===== src/cmp_ref_params.svh =====
// Offsets, field positions and reset values of the comparator block.
// Assumes a 32-bit APB slave with one aligned word per register.
`ifndef CMP_REF_PARAMS_SVH
`define CMP_REF_PARAMS_SVH

// Register byte offsets
`define CR_OFS_CMP        12'h000
`define CR_OFS_REF        12'h004
`define CR_OFS_STAT       12'h008
`define CR_OFS_MASK       12'h00C

// comparator_control fields
`define CR_CMP_IDLE       4'hF
`define CR_CMP_EVT_B      4'hD
`define CR_CMP_EVT_A      4'hC
`define CR_CMP_EN_B       4'hB
`define CR_CMP_EN_A       4'hA
`define CR_CMP_PAD_B      4'h9
`define CR_CMP_PAD_A      4'h8
`define CR_CMP_RES_B      4'h7
`define CR_CMP_RES_A      4'h6
`define CR_CMP_INV_B      4'h5
`define CR_CMP_INV_A      4'h4
`define CR_CMP_NEG_B      4'h3
`define CR_CMP_POS_B      4'h2
`define CR_CMP_NEG_A      4'h1
`define CR_CMP_POS_A      4'h0

// reference_control fields
`define CR_REF_PWR        3'h7
`define CR_REF_PIN        3'h6
`define CR_REF_RANGE      3'h5
`define CR_REF_SRC        3'h4
`define CR_REF_LVL_HI     3'h3
`define CR_REF_LVL_LO     3'h0

// Interrupt status and mask fields
`define CR_IRQ_A          1'h0
`define CR_IRQ_B          1'h1

// Reset values
`define CR_RST_CMP        16'h0000
`define CR_RST_REF        8'h00
`define CR_RST_IRQ        2'h0

`endif


===== src/cmp_ref_pkg.sv =====
// Types shared by the comparator control block and its sync unit.
// Index 0 of every two-bit field is comparator a, index 1 comparator b.
`default_nettype none
package cmp_ref_pkg;

    typedef enum logic [2:0] {
        SEL_CMP,
        SEL_REF,
        SEL_STAT,
        SEL_MASK,
        SEL_NONE
    } reg_sel_type;

    typedef struct packed {
        logic        idle_stop;
        logic [1:0]  evt;
        logic [1:0]  en;
        logic [1:0]  pad_en;
        logic [1:0]  inv;
        logic [1:0]  neg;
        logic [1:0]  pos;
        logic [7:0]  ref_ctrl;
        logic [1:0]  irq_stat;
        logic [1:0]  irq_mask;
        logic        irq;
        logic [1:0]  pad;
        logic        pready;
        logic        pslverr;
        logic [31:0] prdata;
    } ctrl_state_type;

    typedef struct packed {
        logic [1:0] s1;
        logic [1:0] s2;
        logic [1:0] res;
        logic [1:0] chg;
    } sync_state_type;

endpackage : cmp_ref_pkg
`default_nettype wire


===== src/cmp_sync_if.sv =====
// Carries comparator raw levels, settings and results between the
// control block and its synchroniser unit. Single clock domain.
`default_nettype none
interface cmp_sync_if;
    logic [1:0] raw;
    logic [1:0] en;
    logic [1:0] inv;
    logic [1:0] result;
    logic [1:0] change;

    modport unit (
        input  raw,
        input  en,
        input  inv,
        output result,
        output change
    );
    modport ctrl (
        output raw,
        output en,
        output inv,
        input  result,
        input  change
    );
endinterface : cmp_sync_if
`default_nettype wire


===== src/cmp_sync_unit.sv =====
// Synchronises the two analog comparator outputs and flags changes.
// Assumes raw levels are asynchronous; settings come from ref_clk_i.
`default_nettype none
module cmp_sync_unit
    import cmp_ref_pkg::*;
(
    input  wire logic  ref_clk_i,
    input  wire logic  rst_n_i,
    cmp_sync_if.unit   sif
);
    import cmp_ref_pkg::*;

    sync_state_type q;
    sync_state_type n;

    always_comb begin
        n    = q;
        n.s1 = sif.raw;
        n.s2 = q.s1;
        for (int i = 0; i < 2; i++) begin
            // Disabled comparator reads low and raises no event
            n.res[i] = sif.en[i] & (q.s2[i] ^ sif.inv[i]);
            n.chg[i] = sif.en[i] & (n.res[i] != q.res[i]);
        end
    end

    always_ff @(posedge ref_clk_i or negedge rst_n_i) begin
        if (!rst_n_i) begin
            q <= '0;
        end else begin
            q <= n;
        end
    end

    assign sif.result = q.res;
    assign sif.change = q.chg;
endmodule : cmp_sync_unit
`default_nettype wire


===== src/cmp_ref_ctrl.sv =====
// Control and status logic for two analog comparators and their
// programmable reference ladder, reached over a 32-bit APB slave.
// Assumes the analog cores, ladder and pads sit outside this module.
//
// Operation
// - With idle-stop set and the device idle, no interrupts are raised.
// - A comparator output change sets its event flag; software clears it.
// - Each comparator has its own enable bit.
// - Each comparator has a bit enabling its result onto its pad.
// - The read-only result bit shows pos above neg, reversed if inverted.
// - The inversion bit inverts the result before it is reported and used.
// - The negative-input select picks VIN+ when one and VIN- when zero.
// - The ladder power bit powers the reference ladder on or down.
// - The range bit picks the low 1/24 range when one, else 1/32 range.
// - The source bit picks external reference pins when one, else rails.
// - The 4-bit level code sets the reference level within the range.
// - Unimplemented bits and the reference upper byte read zero.
//
// Implementation choices: the register offsets and register access over APB.
`default_nettype none
`include "cmp_ref_params.svh"
module cmp_ref_ctrl
    import cmp_ref_pkg::*;
(
    input  wire logic        ref_clk_i,
    input  wire logic        rst_n_i,
    input  wire logic [11:0] paddr_i,
    input  wire logic        psel_i,
    input  wire logic        penable_i,
    input  wire logic        pwrite_i,
    input  wire logic [31:0] pwdata_i,
    output logic      [31:0] prdata_o,
    output logic             pready_o,
    output logic             pslverr_o,
    input  wire logic        idle_i,
    input  wire logic        cmp_a_raw_i,
    input  wire logic        cmp_b_raw_i,
    output logic             irq_o,
    output logic             cmp_a_enable_o,
    output logic             cmp_b_enable_o,
    output logic             cmp_a_pos_select_o,
    output logic             cmp_b_pos_select_o,
    output logic             cmp_a_neg_select_o,
    output logic             cmp_b_neg_select_o,
    output logic             cmp_a_pad_o,
    output logic             cmp_a_pad_oe_o,
    output logic             cmp_b_pad_o,
    output logic             cmp_b_pad_oe_o,
    output logic             ladder_power_enable_o,
    output logic             ladder_pin_enable_o,
    output logic             ladder_range_select_o,
    output logic             ladder_source_select_o,
    output logic      [3:0]  ladder_level_code_o
);
    import cmp_ref_pkg::*;

    ctrl_state_type q;
    ctrl_state_type n;
    reg_sel_type    sel;
    logic           setup;
    logic           wr;
    logic [1:0]     irq_set;
    logic [1:0]     irq_clr;
    logic [1:0]     evt_clr;

    cmp_sync_if sif ();

    cmp_sync_unit u_sync (
        .ref_clk_i (ref_clk_i),
        .rst_n_i   (rst_n_i),
        .sif       (sif)
    );

    assign sif.raw = {cmp_b_raw_i, cmp_a_raw_i};
    assign sif.en  = q.en;
    assign sif.inv = q.inv;

    function automatic reg_sel_type decode(input logic [11:0] addr);
        case (addr)
            `CR_OFS_CMP:  decode = SEL_CMP;
            `CR_OFS_REF:  decode = SEL_REF;
            `CR_OFS_STAT: decode = SEL_STAT;
            `CR_OFS_MASK: decode = SEL_MASK;
            default:      decode = SEL_NONE;
        endcase
    endfunction : decode

    // Everything not assigned here stays zero
    function automatic logic [15:0] cmp_word(input ctrl_state_type s,
                                             input logic [1:0] res);
        logic [15:0] w;
        w                = `CR_RST_CMP;
        w[`CR_CMP_IDLE]  = s.idle_stop;
        w[`CR_CMP_EVT_B] = s.evt[1];
        w[`CR_CMP_EVT_A] = s.evt[0];
        w[`CR_CMP_EN_B]  = s.en[1];
        w[`CR_CMP_EN_A]  = s.en[0];
        w[`CR_CMP_PAD_B] = s.pad_en[1];
        w[`CR_CMP_PAD_A] = s.pad_en[0];
        w[`CR_CMP_RES_B] = res[1];
        w[`CR_CMP_RES_A] = res[0];
        w[`CR_CMP_INV_B] = s.inv[1];
        w[`CR_CMP_INV_A] = s.inv[0];
        w[`CR_CMP_NEG_B] = s.neg[1];
        w[`CR_CMP_POS_B] = s.pos[1];
        w[`CR_CMP_NEG_A] = s.neg[0];
        w[`CR_CMP_POS_A] = s.pos[0];
        cmp_word = w;
    endfunction : cmp_word

    always_comb begin
        n       = q;
        sel     = decode(paddr_i);
        setup   = psel_i & ~penable_i;
        wr      = psel_i & penable_i & q.pready & pwrite_i;
        evt_clr = 2'h0;
        irq_clr = 2'h0;

        // Zero-wait slave: pready rises for exactly the access cycle
        n.pready  = setup;
        n.pslverr = setup & (sel == SEL_NONE);
        n.prdata  = 32'h0000_0000;
        if (setup && !pwrite_i) begin
            case (sel)
                SEL_CMP:  n.prdata = {16'h0000, cmp_word(q, sif.result)};
                SEL_REF:  n.prdata = {24'h00_0000, q.ref_ctrl};
                SEL_STAT: n.prdata = {30'h0000_0000, q.irq_stat};
                SEL_MASK: n.prdata = {30'h0000_0000, q.irq_mask};
                default:  n.prdata = 32'h0000_0000;
            endcase
        end

        if (wr) begin
            case (sel)
                SEL_CMP: begin
                    n.idle_stop = pwdata_i[`CR_CMP_IDLE];
                    n.en[1]     = pwdata_i[`CR_CMP_EN_B];
                    n.en[0]     = pwdata_i[`CR_CMP_EN_A];
                    n.pad_en[1] = pwdata_i[`CR_CMP_PAD_B];
                    n.pad_en[0] = pwdata_i[`CR_CMP_PAD_A];
                    n.inv[1]    = pwdata_i[`CR_CMP_INV_B];
                    n.inv[0]    = pwdata_i[`CR_CMP_INV_A];
                    n.neg[1]    = pwdata_i[`CR_CMP_NEG_B];
                    n.neg[0]    = pwdata_i[`CR_CMP_NEG_A];
                    n.pos[1]    = pwdata_i[`CR_CMP_POS_B];
                    n.pos[0]    = pwdata_i[`CR_CMP_POS_A];
                    // Writing zero clears an event flag
                    evt_clr[1]  = ~pwdata_i[`CR_CMP_EVT_B];
                    evt_clr[0]  = ~pwdata_i[`CR_CMP_EVT_A];
                end
                SEL_REF: begin
                    // Upper byte has no storage, writes there vanish
                    n.ref_ctrl = pwdata_i[7:0];
                end
                SEL_STAT: begin
                    irq_clr = pwdata_i[1:0];
                end
                SEL_MASK: begin
                    n.irq_mask = pwdata_i[1:0];
                end
                default: begin
                    n.irq_mask = q.irq_mask;
                end
            endcase
        end

        // A change in the clearing cycle wins over the clear
        n.evt = sif.change | (q.evt & ~evt_clr);
        irq_set = sif.change & ~{2{q.idle_stop & idle_i}};
        n.irq_stat = irq_set | (q.irq_stat & ~irq_clr);
        n.irq = |(n.irq_stat & n.irq_mask);
        n.pad = sif.result;
    end

    always_ff @(posedge ref_clk_i or negedge rst_n_i) begin
        if (!rst_n_i) begin
            q           <= '0;
            q.ref_ctrl  <= `CR_RST_REF;
            q.irq_stat  <= `CR_RST_IRQ;
            q.irq_mask  <= `CR_RST_IRQ;
        end else begin
            q <= n;
        end
    end

    assign prdata_o  = q.prdata;
    assign pready_o  = q.pready;
    assign pslverr_o = q.pslverr;
    assign irq_o     = q.irq;

    assign cmp_a_enable_o     = q.en[0];
    assign cmp_b_enable_o     = q.en[1];
    assign cmp_a_pos_select_o = q.pos[0];
    assign cmp_b_pos_select_o = q.pos[1];
    assign cmp_a_neg_select_o = q.neg[0];
    assign cmp_b_neg_select_o = q.neg[1];
    assign cmp_a_pad_o        = q.pad[0];
    assign cmp_b_pad_o        = q.pad[1];
    assign cmp_a_pad_oe_o     = q.pad_en[0];
    assign cmp_b_pad_oe_o     = q.pad_en[1];

    // Analog ladder reads these bits directly; settling is its concern
    assign ladder_power_enable_o  = q.ref_ctrl[`CR_REF_PWR];
    assign ladder_pin_enable_o    = q.ref_ctrl[`CR_REF_PIN];
    assign ladder_range_select_o  = q.ref_ctrl[`CR_REF_RANGE];
    assign ladder_source_select_o = q.ref_ctrl[`CR_REF_SRC];
    assign ladder_level_code_o    =
        q.ref_ctrl[`CR_REF_LVL_HI:`CR_REF_LVL_LO];
endmodule : cmp_ref_ctrl
`default_nettype wire


===== config.mk =====
export PLATFORM = sky130hd
export DESIGN_NAME = cmp_ref_ctrl
export DESIGN_NICKNAME = d
export VERILOG_FILES = /design/src/cmp_ref_pkg.sv /design/src/cmp_sync_if.sv /design/src/cmp_sync_unit.sv /design/src/cmp_ref_ctrl.sv
export VERILOG_INCLUDE_DIRS = /design/src
export SDC_FILE = /design/constraint.sdc
export NUM_CORES = 1
export LEC_CHECK = 0
export BUFFER_PORTS_ARGS = -buffer_cell sky130_fd_sc_hd__clkbuf_2
export CAP_MARGIN = 30
export CORE_MARGIN = 2
export CORE_UTILIZATION = 44
export CTS_BUF_LIST = sky130_fd_sc_hd__clkbuf_8
export CTS_CLUSTER_DIAMETER = 40
export CTS_CLUSTER_SIZE = 28
export DETAILED_ROUTE_END_ITERATION = 8
export PLACE_DENSITY = 0.83
export SYNTH_ARGS = -nofsm -noshare
export SYNTH_HDL_FRONTEND = slang
export SYNTH_SLANG_ARGS = --single-unit

===== constraint.sdc =====
create_clock -name ref_clk_i -period 1.7 [get_ports ref_clk_i]
set_clock_uncertainty 0.1 [all_clocks]
set_input_delay 0.34 -clock ref_clk_i [delete_from_list [all_inputs] [get_ports ref_clk_i]]
set_output_delay 0.34 -clock ref_clk_i [all_outputs]
set_load 0.005 [all_outputs]

==> metrics.txt, run 1 <==
status=finished, final reports clean; Rows=26; yosys warns=0; vias in the first global route=1450; Cell Pwr Density=798 mW/mm^2; antenna violations before repair=0; hold crit path type=input port to flop; DRT iter0 DRCs=60; # diodes=0; Final min period=between 1.5 and 2 ns; chip width=around 77 microns; Final setup viols=0; placed cell count=~300; FMAX=around 0.6 GHz; Max Root-Sink Buffers=2; Top-Level Pins=roughly 110; number of synthesized flops with an enable pin=0; top cell type's share of synthesized area=a little under three fifths; TritonRoute pass-1 iters=4; wire length per cell=roughly 13 microns; most common cell in the synthesized netlist=dfrtp_1; DRT Wirelength=between 4000 and 5000 microns; RSZ-0062 raised after global routing=true; post-layout total power=2.26 mW; Clock Power Share=between 30% and 40%; CTS root buffer=clkbuf_8; total gr overflow=0; area leader, netlist=dfrtp_1; Area Growth Syn to Fin=21.3%; Post-route DRC=0; pin count of the biggest net entering global routing=between 50 and 60; Clock Pin Slew Worst Setup and Hold Paths=about 0.090 ns; Pins Over Slew Limit=0; Critical Path Source Type=flop; Worst EP arrival=~1.7 ns; top cells by count, synth=dfrtp_1 (53), buf_4 (36), mux2_2 (21); post-synthesis cell type count=32; Max VDD drop=approximately 0.00047 V; internal power=approximately 1.8 mW; core footprint=just over 0.005 sq mm; Critical Path End Type=flop; number of nets in the layout=~300; slowest CP cell=dfrtp_1; first-pass GRT wire length=6640 microns; Post-Layout Cell Count=roughly 310; async set-reset flop share out of synthesis=100%; die height=roughly 77 microns; Detail Route Antenna Nets=0; number of max-cap violations=0; Crit path largest cell delay=roughly 0.35 ns; All-Layer GR Usage=between 10% and 20%; sw power=around 0.46 mW; Main synth FF type=dfrtp_1; PortBufs=70; period utilisation layout=a little under 100%; Vias=around 1400; vias per cell=between 4 and 5; Worst-Skew Late Latency=0.30 ns; largest cells by area after synthesis=dfrtp_1 (57%), buf_4 (12%), mux2_2 (10%); H-Tree Depth=2; DP HPWL=3160 microns; CP required=~1.8 ns; Starting Density=between 40% and 50%; Syn Inst Count=around 170; Mean Syn Cell Area=~13 sq um; sw frac=between 20% and 30%; Setup TNS=0 ns; CP top delay family=simple AND/OR/NAND/NOR gates; WHS=between 0.03 and 0.04 ns; CTS tree=built; CTS buffer count=5; die area=between 0.005 and 0.006 sq mm; Setup Crit Path Kind=flop to flop; Worst Path Max Fanout=2; clock sink count=53; Cell Area, Synth=between 0.002 and 0.0025 sq mm; number of synthesized register bits=53; Hold Fails Final Rpt=0; sequential power share=about 56%; layout cells sized above 1=between 50% and 60%; CP Cell Sequence=and3_4 > nand3_4 > nor3_4 > mux2_4 > a22o_1; Bufs and invs on worst path=0; Final Wtd Congestion=roughly 0.76; sequential element share of the synthesized area=about 57%; Logic pwr share=5.9%; Pleak=around 1.6 nW
[worst register-to-register path, stage by stage, from the launching register on]
cell and delay, ns:
dfrtp_1 0.35, and3_4 0.20, nand3_4 0.09, nor3_4 0.24, mux2_4 0.33, a22o_1 0.24
[registers in the layout (all words and copies together), names as in the netlist, 2 cells and up]
| register | flops |
|---|---|
| sif.en | 2 |
| q | 7 |
| prdata_o | 15 |
| u_sync.sif.change | 2 |
| u_sync.q | 2 |
| u_sync.sif.result | 2 |
| ladder_level_code_o | 4 |
| sif.inv | 2 |
| u_sync.n | 2 |
[per-layer routing]
metal / track usage [%] / part of all wire (%) / up-vias
met5: 0 / 0 / -
met1: 15.5 / 38 / 693
met3: 4.00 / 6.7 / 8
met2: 26.7 / 53 / 55
li1: - / - / 665
met4: 6.00 / 1.6 / 0
[power by group through the flow]
stage / combinational, mW / clock [mW] / sequential, mW
floorplan: 0.0677 / 0 / 1.30
global placement: 0.126 / 0 / 1.29
detailed placement: 0.130 / 0 / 1.30
CTS: 0.132 / 0.879 / 1.27
global route: 0.149 / 0.923 / 1.27
finish: 0.133 / 0.857 / 1.27
[path summary, 6_finish.rpt]
kind	slack [ns]	startpoint	end	cells past startpoint
setup / recovery	0.05	pready_o	irq_o	5
hold / removal	0.03	cmp_b_raw_i	u_sync.n[5]	1
setup reg to reg	0.05	pready_o	irq_o	5
hold reg to reg	0.25	u_sync.n[4]	u_sync.q[4]	0
max in group asynchronous	0.80	rst_n_i	irq_o	3
min in group asynchronous	0.46	rst_n_i	ladder_power_enable_o	3
[kinds of logic (layout without fill, tap and decap cells)]
kind of cell,count (synthesis),after routing,synth area share [%]
XOR/XNOR,4,4,1.50
other,1,17,0.161
multiplexers,29,29,14.6
AND/OR/NAND/NOR,40,40,11.9
buffers and inverters,42,93,13.5
AO/OA/AOI/OAI,5,5,1.56
flip-flops,53,53,56.8
[timing repair]
action | CTS | global route
endpoints found under the hold margin | 53 | 0
hold buffers | 1 | 0
setup endpoints to repair | 0 | 11
gates resized for setup | 0 | 4
setup buffers | 0 | 1
[cells in the final DEF (no fill, tap or decap), drive strengths merged]
cell type | netlist | final
inv | 2 | 3
and3 | 2 | 2
mux2i | 6 | 6
bufinv | 0 | 1
nor2 | 9 | 9
or3 | 1 | 1
o21ai | 2 | 2
nor4 | 2 | 2
a22o | 3 | 3
or2b | 1 | 1
nand2b | 2 | 2
mux2 | 21 | 21
conb | 1 | 17
and3b | 1 | 1
dfrtp | 53 | 53
clkbuf | 1 | 76
xor2 | 4 | 4
mux4 | 2 | 2
nand2 | 1 | 1
and2 | 11 | 11
dlygate4sd3 | 0 | 1
nor3 | 2 | 2
nand4 | 2 | 2
nand3 | 3 | 3
nor2b | 2 | 2
or4 | 1 | 1
buf | 39 | 12
[area by class of cell]
type	instances	area, sq um
Fill cell	470	2280
Sequential cell	53	1330
Multi-Input combinational cell	95	815
Timing Repair Buffer	83	479
Tap cell	70	87.6
Clock buffer	6	82.6
Clock inverter	2	33.8
Inverter	2	7.51
[per-stage QoR]
step,worst slack (ns),cell area (sq um),util (%)
floorplan,-0.0635,2440,-
global placement,-0.244,2680,52.4
detailed placement,-0.281,2680,52.4
CTS,0.00974,2800,54.9
global route,-0.0309,2830,55.4
finish,0.0518,2830,55.4
Power figures use the tool's default switching activity.
==> run 2, diff against run 1 <==
--- a/config.mk
+++ b/config.mk
@@ -8,13 +8,15 @@
 export LEC_CHECK = 0
 export BUFFER_PORTS_ARGS = -buffer_cell sky130_fd_sc_hd__clkbuf_2
 export CAP_MARGIN = 30
+export CELL_PAD_IN_SITES_DETAIL_PLACEMENT = 1
+export CELL_PAD_IN_SITES_GLOBAL_PLACEMENT = 2
 export CORE_MARGIN = 2
-export CORE_UTILIZATION = 44
+export CORE_UTILIZATION = 27
 export CTS_BUF_LIST = sky130_fd_sc_hd__clkbuf_8
 export CTS_CLUSTER_DIAMETER = 40
 export CTS_CLUSTER_SIZE = 28
 export DETAILED_ROUTE_END_ITERATION = 8
-export PLACE_DENSITY = 0.83
+export PLACE_DENSITY = 0.81
 export SYNTH_ARGS = -nofsm -noshare
 export SYNTH_HDL_FRONTEND = slang
 export SYNTH_SLANG_ARGS = --single-unit
==> metrics.txt, run 2 (same netlist as run 1, synthesis figures left out) <==
worst reg-to-reg path cell count=5; # diodes=0; Max Root-Sink Buffers=2; Final setup viols=0; layout cells sized above 1=about 52%; Setup Crit Path Kind=input port to flop; FMAX=between 0.6 and 0.7 GHz; Post-Place Cell Area=approximately 0.0027 sq mm; DRT Wirelength=about 4900 microns; RSZ-0062 raised after global routing=true; number of nets in the layout=a little under 300; die height=a little under 100 microns; DRT iter0 DRCs=25; Final Wtd Congestion=~0.77; Setup TNS=0 ns; vias in the first global route=about 1600; H-Tree Depth=2; pin count of the biggest net entering global routing=54; WHS Path Cells=1; cell area after layout=between 0.002 and 0.003 sq mm; number of max-cap violations=0; Post-CTS Setup Repair Bufs=0; die area=about 0.0094 sq mm; Vias=between 1000 and 1500; Pleak=approximately 1.6 nW; max reg flops=15; Worst Path Max Fanout=4; CP Cell Sequence=clkbuf_2 > nor4_4 > nand3_2 > nor3_4 > mux2_4 > a22o_1; Post-route DRC=0; post-layout util=approximately a third; Cell Pwr Density=around 730 mW/mm^2; PortBufs=70; CP required=1.78 ns; Critical Path End Type=flop; period utilisation layout=98.0%; CTS tree=built; core footprint=0.00830 sq mm; status=finished, final reports clean; Area Growth Syn to Fin=23.8%; clock sink count=53; Worst-Skew Late Latency=~0.29 ns; Critical Path Source Type=input port; Crit. path cell count=6; wire length per cell=approximately 14 microns; Pins Over Slew Limit=0; post-layout total power=~2.1 mW; Detail Route Antenna Nets=0; chip width=about 97 microns; Final min period=approximately 1.7 ns; Worst EP arrival=1.75 ns; TritonRoute pass-1 iters=4; CTS buffer count=5; Hold Fails Final Rpt=0; Clock Pin Slew Worst Setup and Hold Paths=around 0.090 ns; commonest non-fill, non-tap cell in the layout=clkbuf_2; first-pass GRT wire length=~8300 microns; Crit path largest cell delay=around 0.33 ns; Rows=33; Top-Level Pins=about 110; CTS root buffer=clkbuf_8; vias per cell=between 4 and 5; hold crit path type=input port to flop; Starting Density=28.1%; Max VDD drop=0.000371 V; antenna violations before repair=0; DP HPWL=3690 microns; All-Layer GR Usage=between 10% and 20%; CP top delay family=simple AND/OR/NAND/NOR gates; most frequent cells in the layout=clkbuf_2 (68), dfrtp_1 (53), conb_1 (17); Bufs and invs on worst path=1; slowest CP cell=mux2_4; total gr overflow=0
## run 2: final timing paths
| check | from | to | slack, ns |
|---|---|---|---|
| worst max-delay path | paddr_i[7] | irq_o | 0.03 |
| min in group asynchronous | rst_n_i | pslverr_o | 0.47 |
| max in group asynchronous | rst_n_i | u_sync.sif.change[1] | 0.78 |
| worst max register to register | pready_o | irq_o | 0.08 |
| worst min-delay path | cmp_b_raw_i | u_sync.n[5] | 0.05 |
| worst min register to register | u_sync.n[4] | u_sync.q[4] | 0.26 |
## run 2: metrics by stage
step                      std cells  hold WS, ns  worst slack, ns
after floorplan                 190      -0.0556          -0.0635
after global placement          338        0.234           -0.255
after detailed placement        338        0.236           -0.287
after CTS                       346       0.0313           0.0128
after global routing            346       0.0231         -0.00831
final                           346       0.0470           0.0336
## run 2: cell type report
class	count	area, sq um
clock inverters	1	3.75
inverters	2	7.51
repair buffers	84	499
clock buffers	6	82.6
fillers	922	5410
multi-input cells	95	837
well taps	105	131
flip-flops and latches	53	1330
## run 2: metal layers
metal | GRT usage [%] | up-vias | wire length [microns]
li1 | - | 664 | -
met1 | 12.9 | 722 | 1910
met2 | 19.7 | 50 | 2680
met3 | 3.40 | 8 | 289
met4 | 2.71 | 0 | 61
met5 | 0 | - | 0
## run 2: where the power goes
part           internal [mW]  total, mW  switching (mW)  leakage (nW)
combinational         0.0606      0.139          0.0780         0.780
sequential              1.27       1.27         0.00284         0.729
clock                  0.318      0.692           0.374        0.0485
## run 2: what timing repair did
| item | CTS | global route |
|---|---|---|
| setup endpoints to repair | 8 | 23 |
| pin swaps | 2 | 3 |
| endpoints found under the hold margin | 53 | 0 |
| resized for setup | 3 | 12 |
| hold buffers | 1 | 0 |
==> run 3, diff against run 2 <==
--- a/config.mk
+++ b/config.mk
@@ -11,12 +11,13 @@
 export CELL_PAD_IN_SITES_DETAIL_PLACEMENT = 1
 export CELL_PAD_IN_SITES_GLOBAL_PLACEMENT = 2
 export CORE_MARGIN = 2
-export CORE_UTILIZATION = 27
+export CORE_UTILIZATION = 25
 export CTS_BUF_LIST = sky130_fd_sc_hd__clkbuf_8
 export CTS_CLUSTER_DIAMETER = 40
 export CTS_CLUSTER_SIZE = 28
 export DETAILED_ROUTE_END_ITERATION = 8
-export PLACE_DENSITY = 0.81
+export PLACE_DENSITY = 0.76
+export REMOVE_ABC_BUFFERS = 1
 export SYNTH_ARGS = -nofsm -noshare
 export SYNTH_HDL_FRONTEND = slang
 export SYNTH_SLANG_ARGS = --single-unit
==> metrics.txt, run 3 (same netlist as run 1, synthesis figures left out) <==
Final Wtd Congestion=between 0.7 and 0.8; grt met2 use=about 17%; Top Usage Layer GRT=met2; Hold Crit Endpoint=u_sync.n[4]; Hold Crit Start=cmp_a_raw_i; CTS root buffer=clkbuf_8; FMAX=about 0.61 GHz; period utilisation layout=a little over nine tenths; internal power=about 1.6 mW; WHS=approximately 0.040 ns; Critical Path End Type=flop; die height=101 microns; reg2reg end=sif.inv[1]; Max Root-Sink Buffers=2; PortBufs=70; status=finished, final reports clean; # diodes=0; Max VDD drop=0.000329 V; Crit path largest cell delay=between 0.3 and 0.4 ns; Worst Path Max Fanout=6; most frequent cells in the layout=clkbuf_2 (70), dfrtp_1 (53), mux2_2 (20); Top-Level Pins=105; Post-Layout Cell Count=approximately 350; Logic pwr share=under 10%; CTS tree=built; sw power=around 0.49 mW; wire length per cell=approximately 14 microns; commonest non-fill, non-tap cell in the layout=clkbuf_2; Post-CTS Setup Repair Bufs=0; Post-route DRC=0; antenna violations before repair=0; CP Cell Sequence=and3_4 > and3b_1 > nand3_1 > buf_4 > mux2_2; Final min period=between 1.5 and 2 ns; worst reg-to-reg path cell count=5; chip width=101 microns; worst r2r src=pready_o; pre-CTS setup slack=-0.348 ns; DRT Wirelength=4930 microns; DRT iter0 DRCs=12; core footprint=roughly 0.0092 sq mm; die area=0.0101 sq mm; vias in the first global route=around 1400; Worst-Skew Late Latency=0.30 ns; max reg flops=15; R2R setup slack=slightly above 0.06 ns; Critical Path Source Type=flop; Cell Pwr Density=741 mW/mm^2; Vias=1416; Setup Crit Path Kind=flop to flop; layout cells sized above 1=between 50% and 60%; number of max-cap violations=0; Bufs and invs on worst path=1; CP required=roughly 1.8 ns; number of nets in the layout=between 200 and 300; All-Layer GR Usage=9.89%; sw frac=between 20% and 30%; Rows=35; Clock Pin Slew Worst Setup and Hold Paths=roughly 0.090 ns; Setup TNS=0 ns; Area Growth Syn to Fin=21.7%; CTS buffer count=5; H-Tree Depth=2; WHS Path Cells=1; DP HPWL=between 3000 and 4000 microns; CP top delay family=simple AND/OR/NAND/NOR gates; Worst EP arrival=approximately 1.7 ns; slowest CP cell=dfrtp_1; vias per cell=between 4 and 5; Clock Power Share=around 33%; clock sink count=53; placed cell count=344; met1 usage=between 10% and 20%; Pins Over Slew Limit=0; final setup margin=between 0.06 and 0.07 ns; hold crit path type=input port to flop; post-layout util=slightly above 30%; first-pass GRT wire length=~7600 microns; Detail Route Antenna Nets=0; met3 Resource Use GR=approximately 3.6%; pin count of the biggest net entering global routing=54; total gr overflow=0; RSZ-0062 raised after global routing=true; sequential power share=about three fifths; Hold Fails Final Rpt=0; TritonRoute pass-1 iters=5; Starting Density=between 20% and 30%; Final setup viols=0; Pleak=roughly 1.5 nW
run 3: changes by cell type in the layout (fill, tap and decap cells not counted), moves of 2 or more:
cell,change
mux2_2,+9
mux2_4,-9
buf_6,-3
clkbuf_2,+2
nand3_2,-2
run 3: timing repair:
| item | 4_1_cts | 5_1_grt |
|---|---|---|
| resized for setup | 1 | 6 |
| endpoints found under the setup margin | 1 | 9 |
| endpoints found under the hold margin | 53 | 0 |
| hold buffers | 1 | 0 |
run 3: power groups by stage:
stage	sequential [mW]	clock, mW	combinational, mW
CTS	1.27	0.741	0.132
finish	1.27	0.699	0.134
detailed placement	1.30	0	0.129
floorplan	1.30	0	0.0251
global placement	1.29	0	0.127
global route	1.27	0.793	0.152
run 3: area by class of cell:
type                       instances  area [sq um]
clock inverter                     3          17.5
timing repair buffer              84           483
sequential                        53          1330
multi-input combinational         95           797
inverter                           2          7.51
clock buffer                       5          68.8
fill                            1007          6310
tap                              111           139
run 3: per-stage QoR:
stage          area [sq um]  total power [mW]
2_1_floorplan          2090              1.32
3_3_place_gp           2700              1.42
3_5_place_dp           2700              1.42
4_1_cts                2800              2.14
5_1_grt                2840              2.22
6_report               2840              2.10
run 3: layer usage:
| layer | share of wire [%] | vias up |
|---|---|---|
| met2 | 53 | 44 |
| met4 | 0.35 | 0 |
| li1 | - | 663 |
| met5 | 0 | - |
| met3 | 6.9 | 2 |
| met1 | 39 | 707 |
run 3: how the worst max path moves through the flow:
stage                 from                  end  slack (ns)  depth (start not counted)
6_report          pready_o           sif.inv[1]        0.06                          5
5_1_grt           pready_o                irq_o      -0.003                          5
4_1_cts         paddr_i[7]  ladder_pin_enable_o        0.02                          7
3_5_place_dp    paddr_i[7]                irq_o       -0.35                          6
3_3_place_gp    paddr_i[7]                irq_o       -0.35                          6
2_1_floorplan  paddr_i[11]                irq_o       -0.15                          5
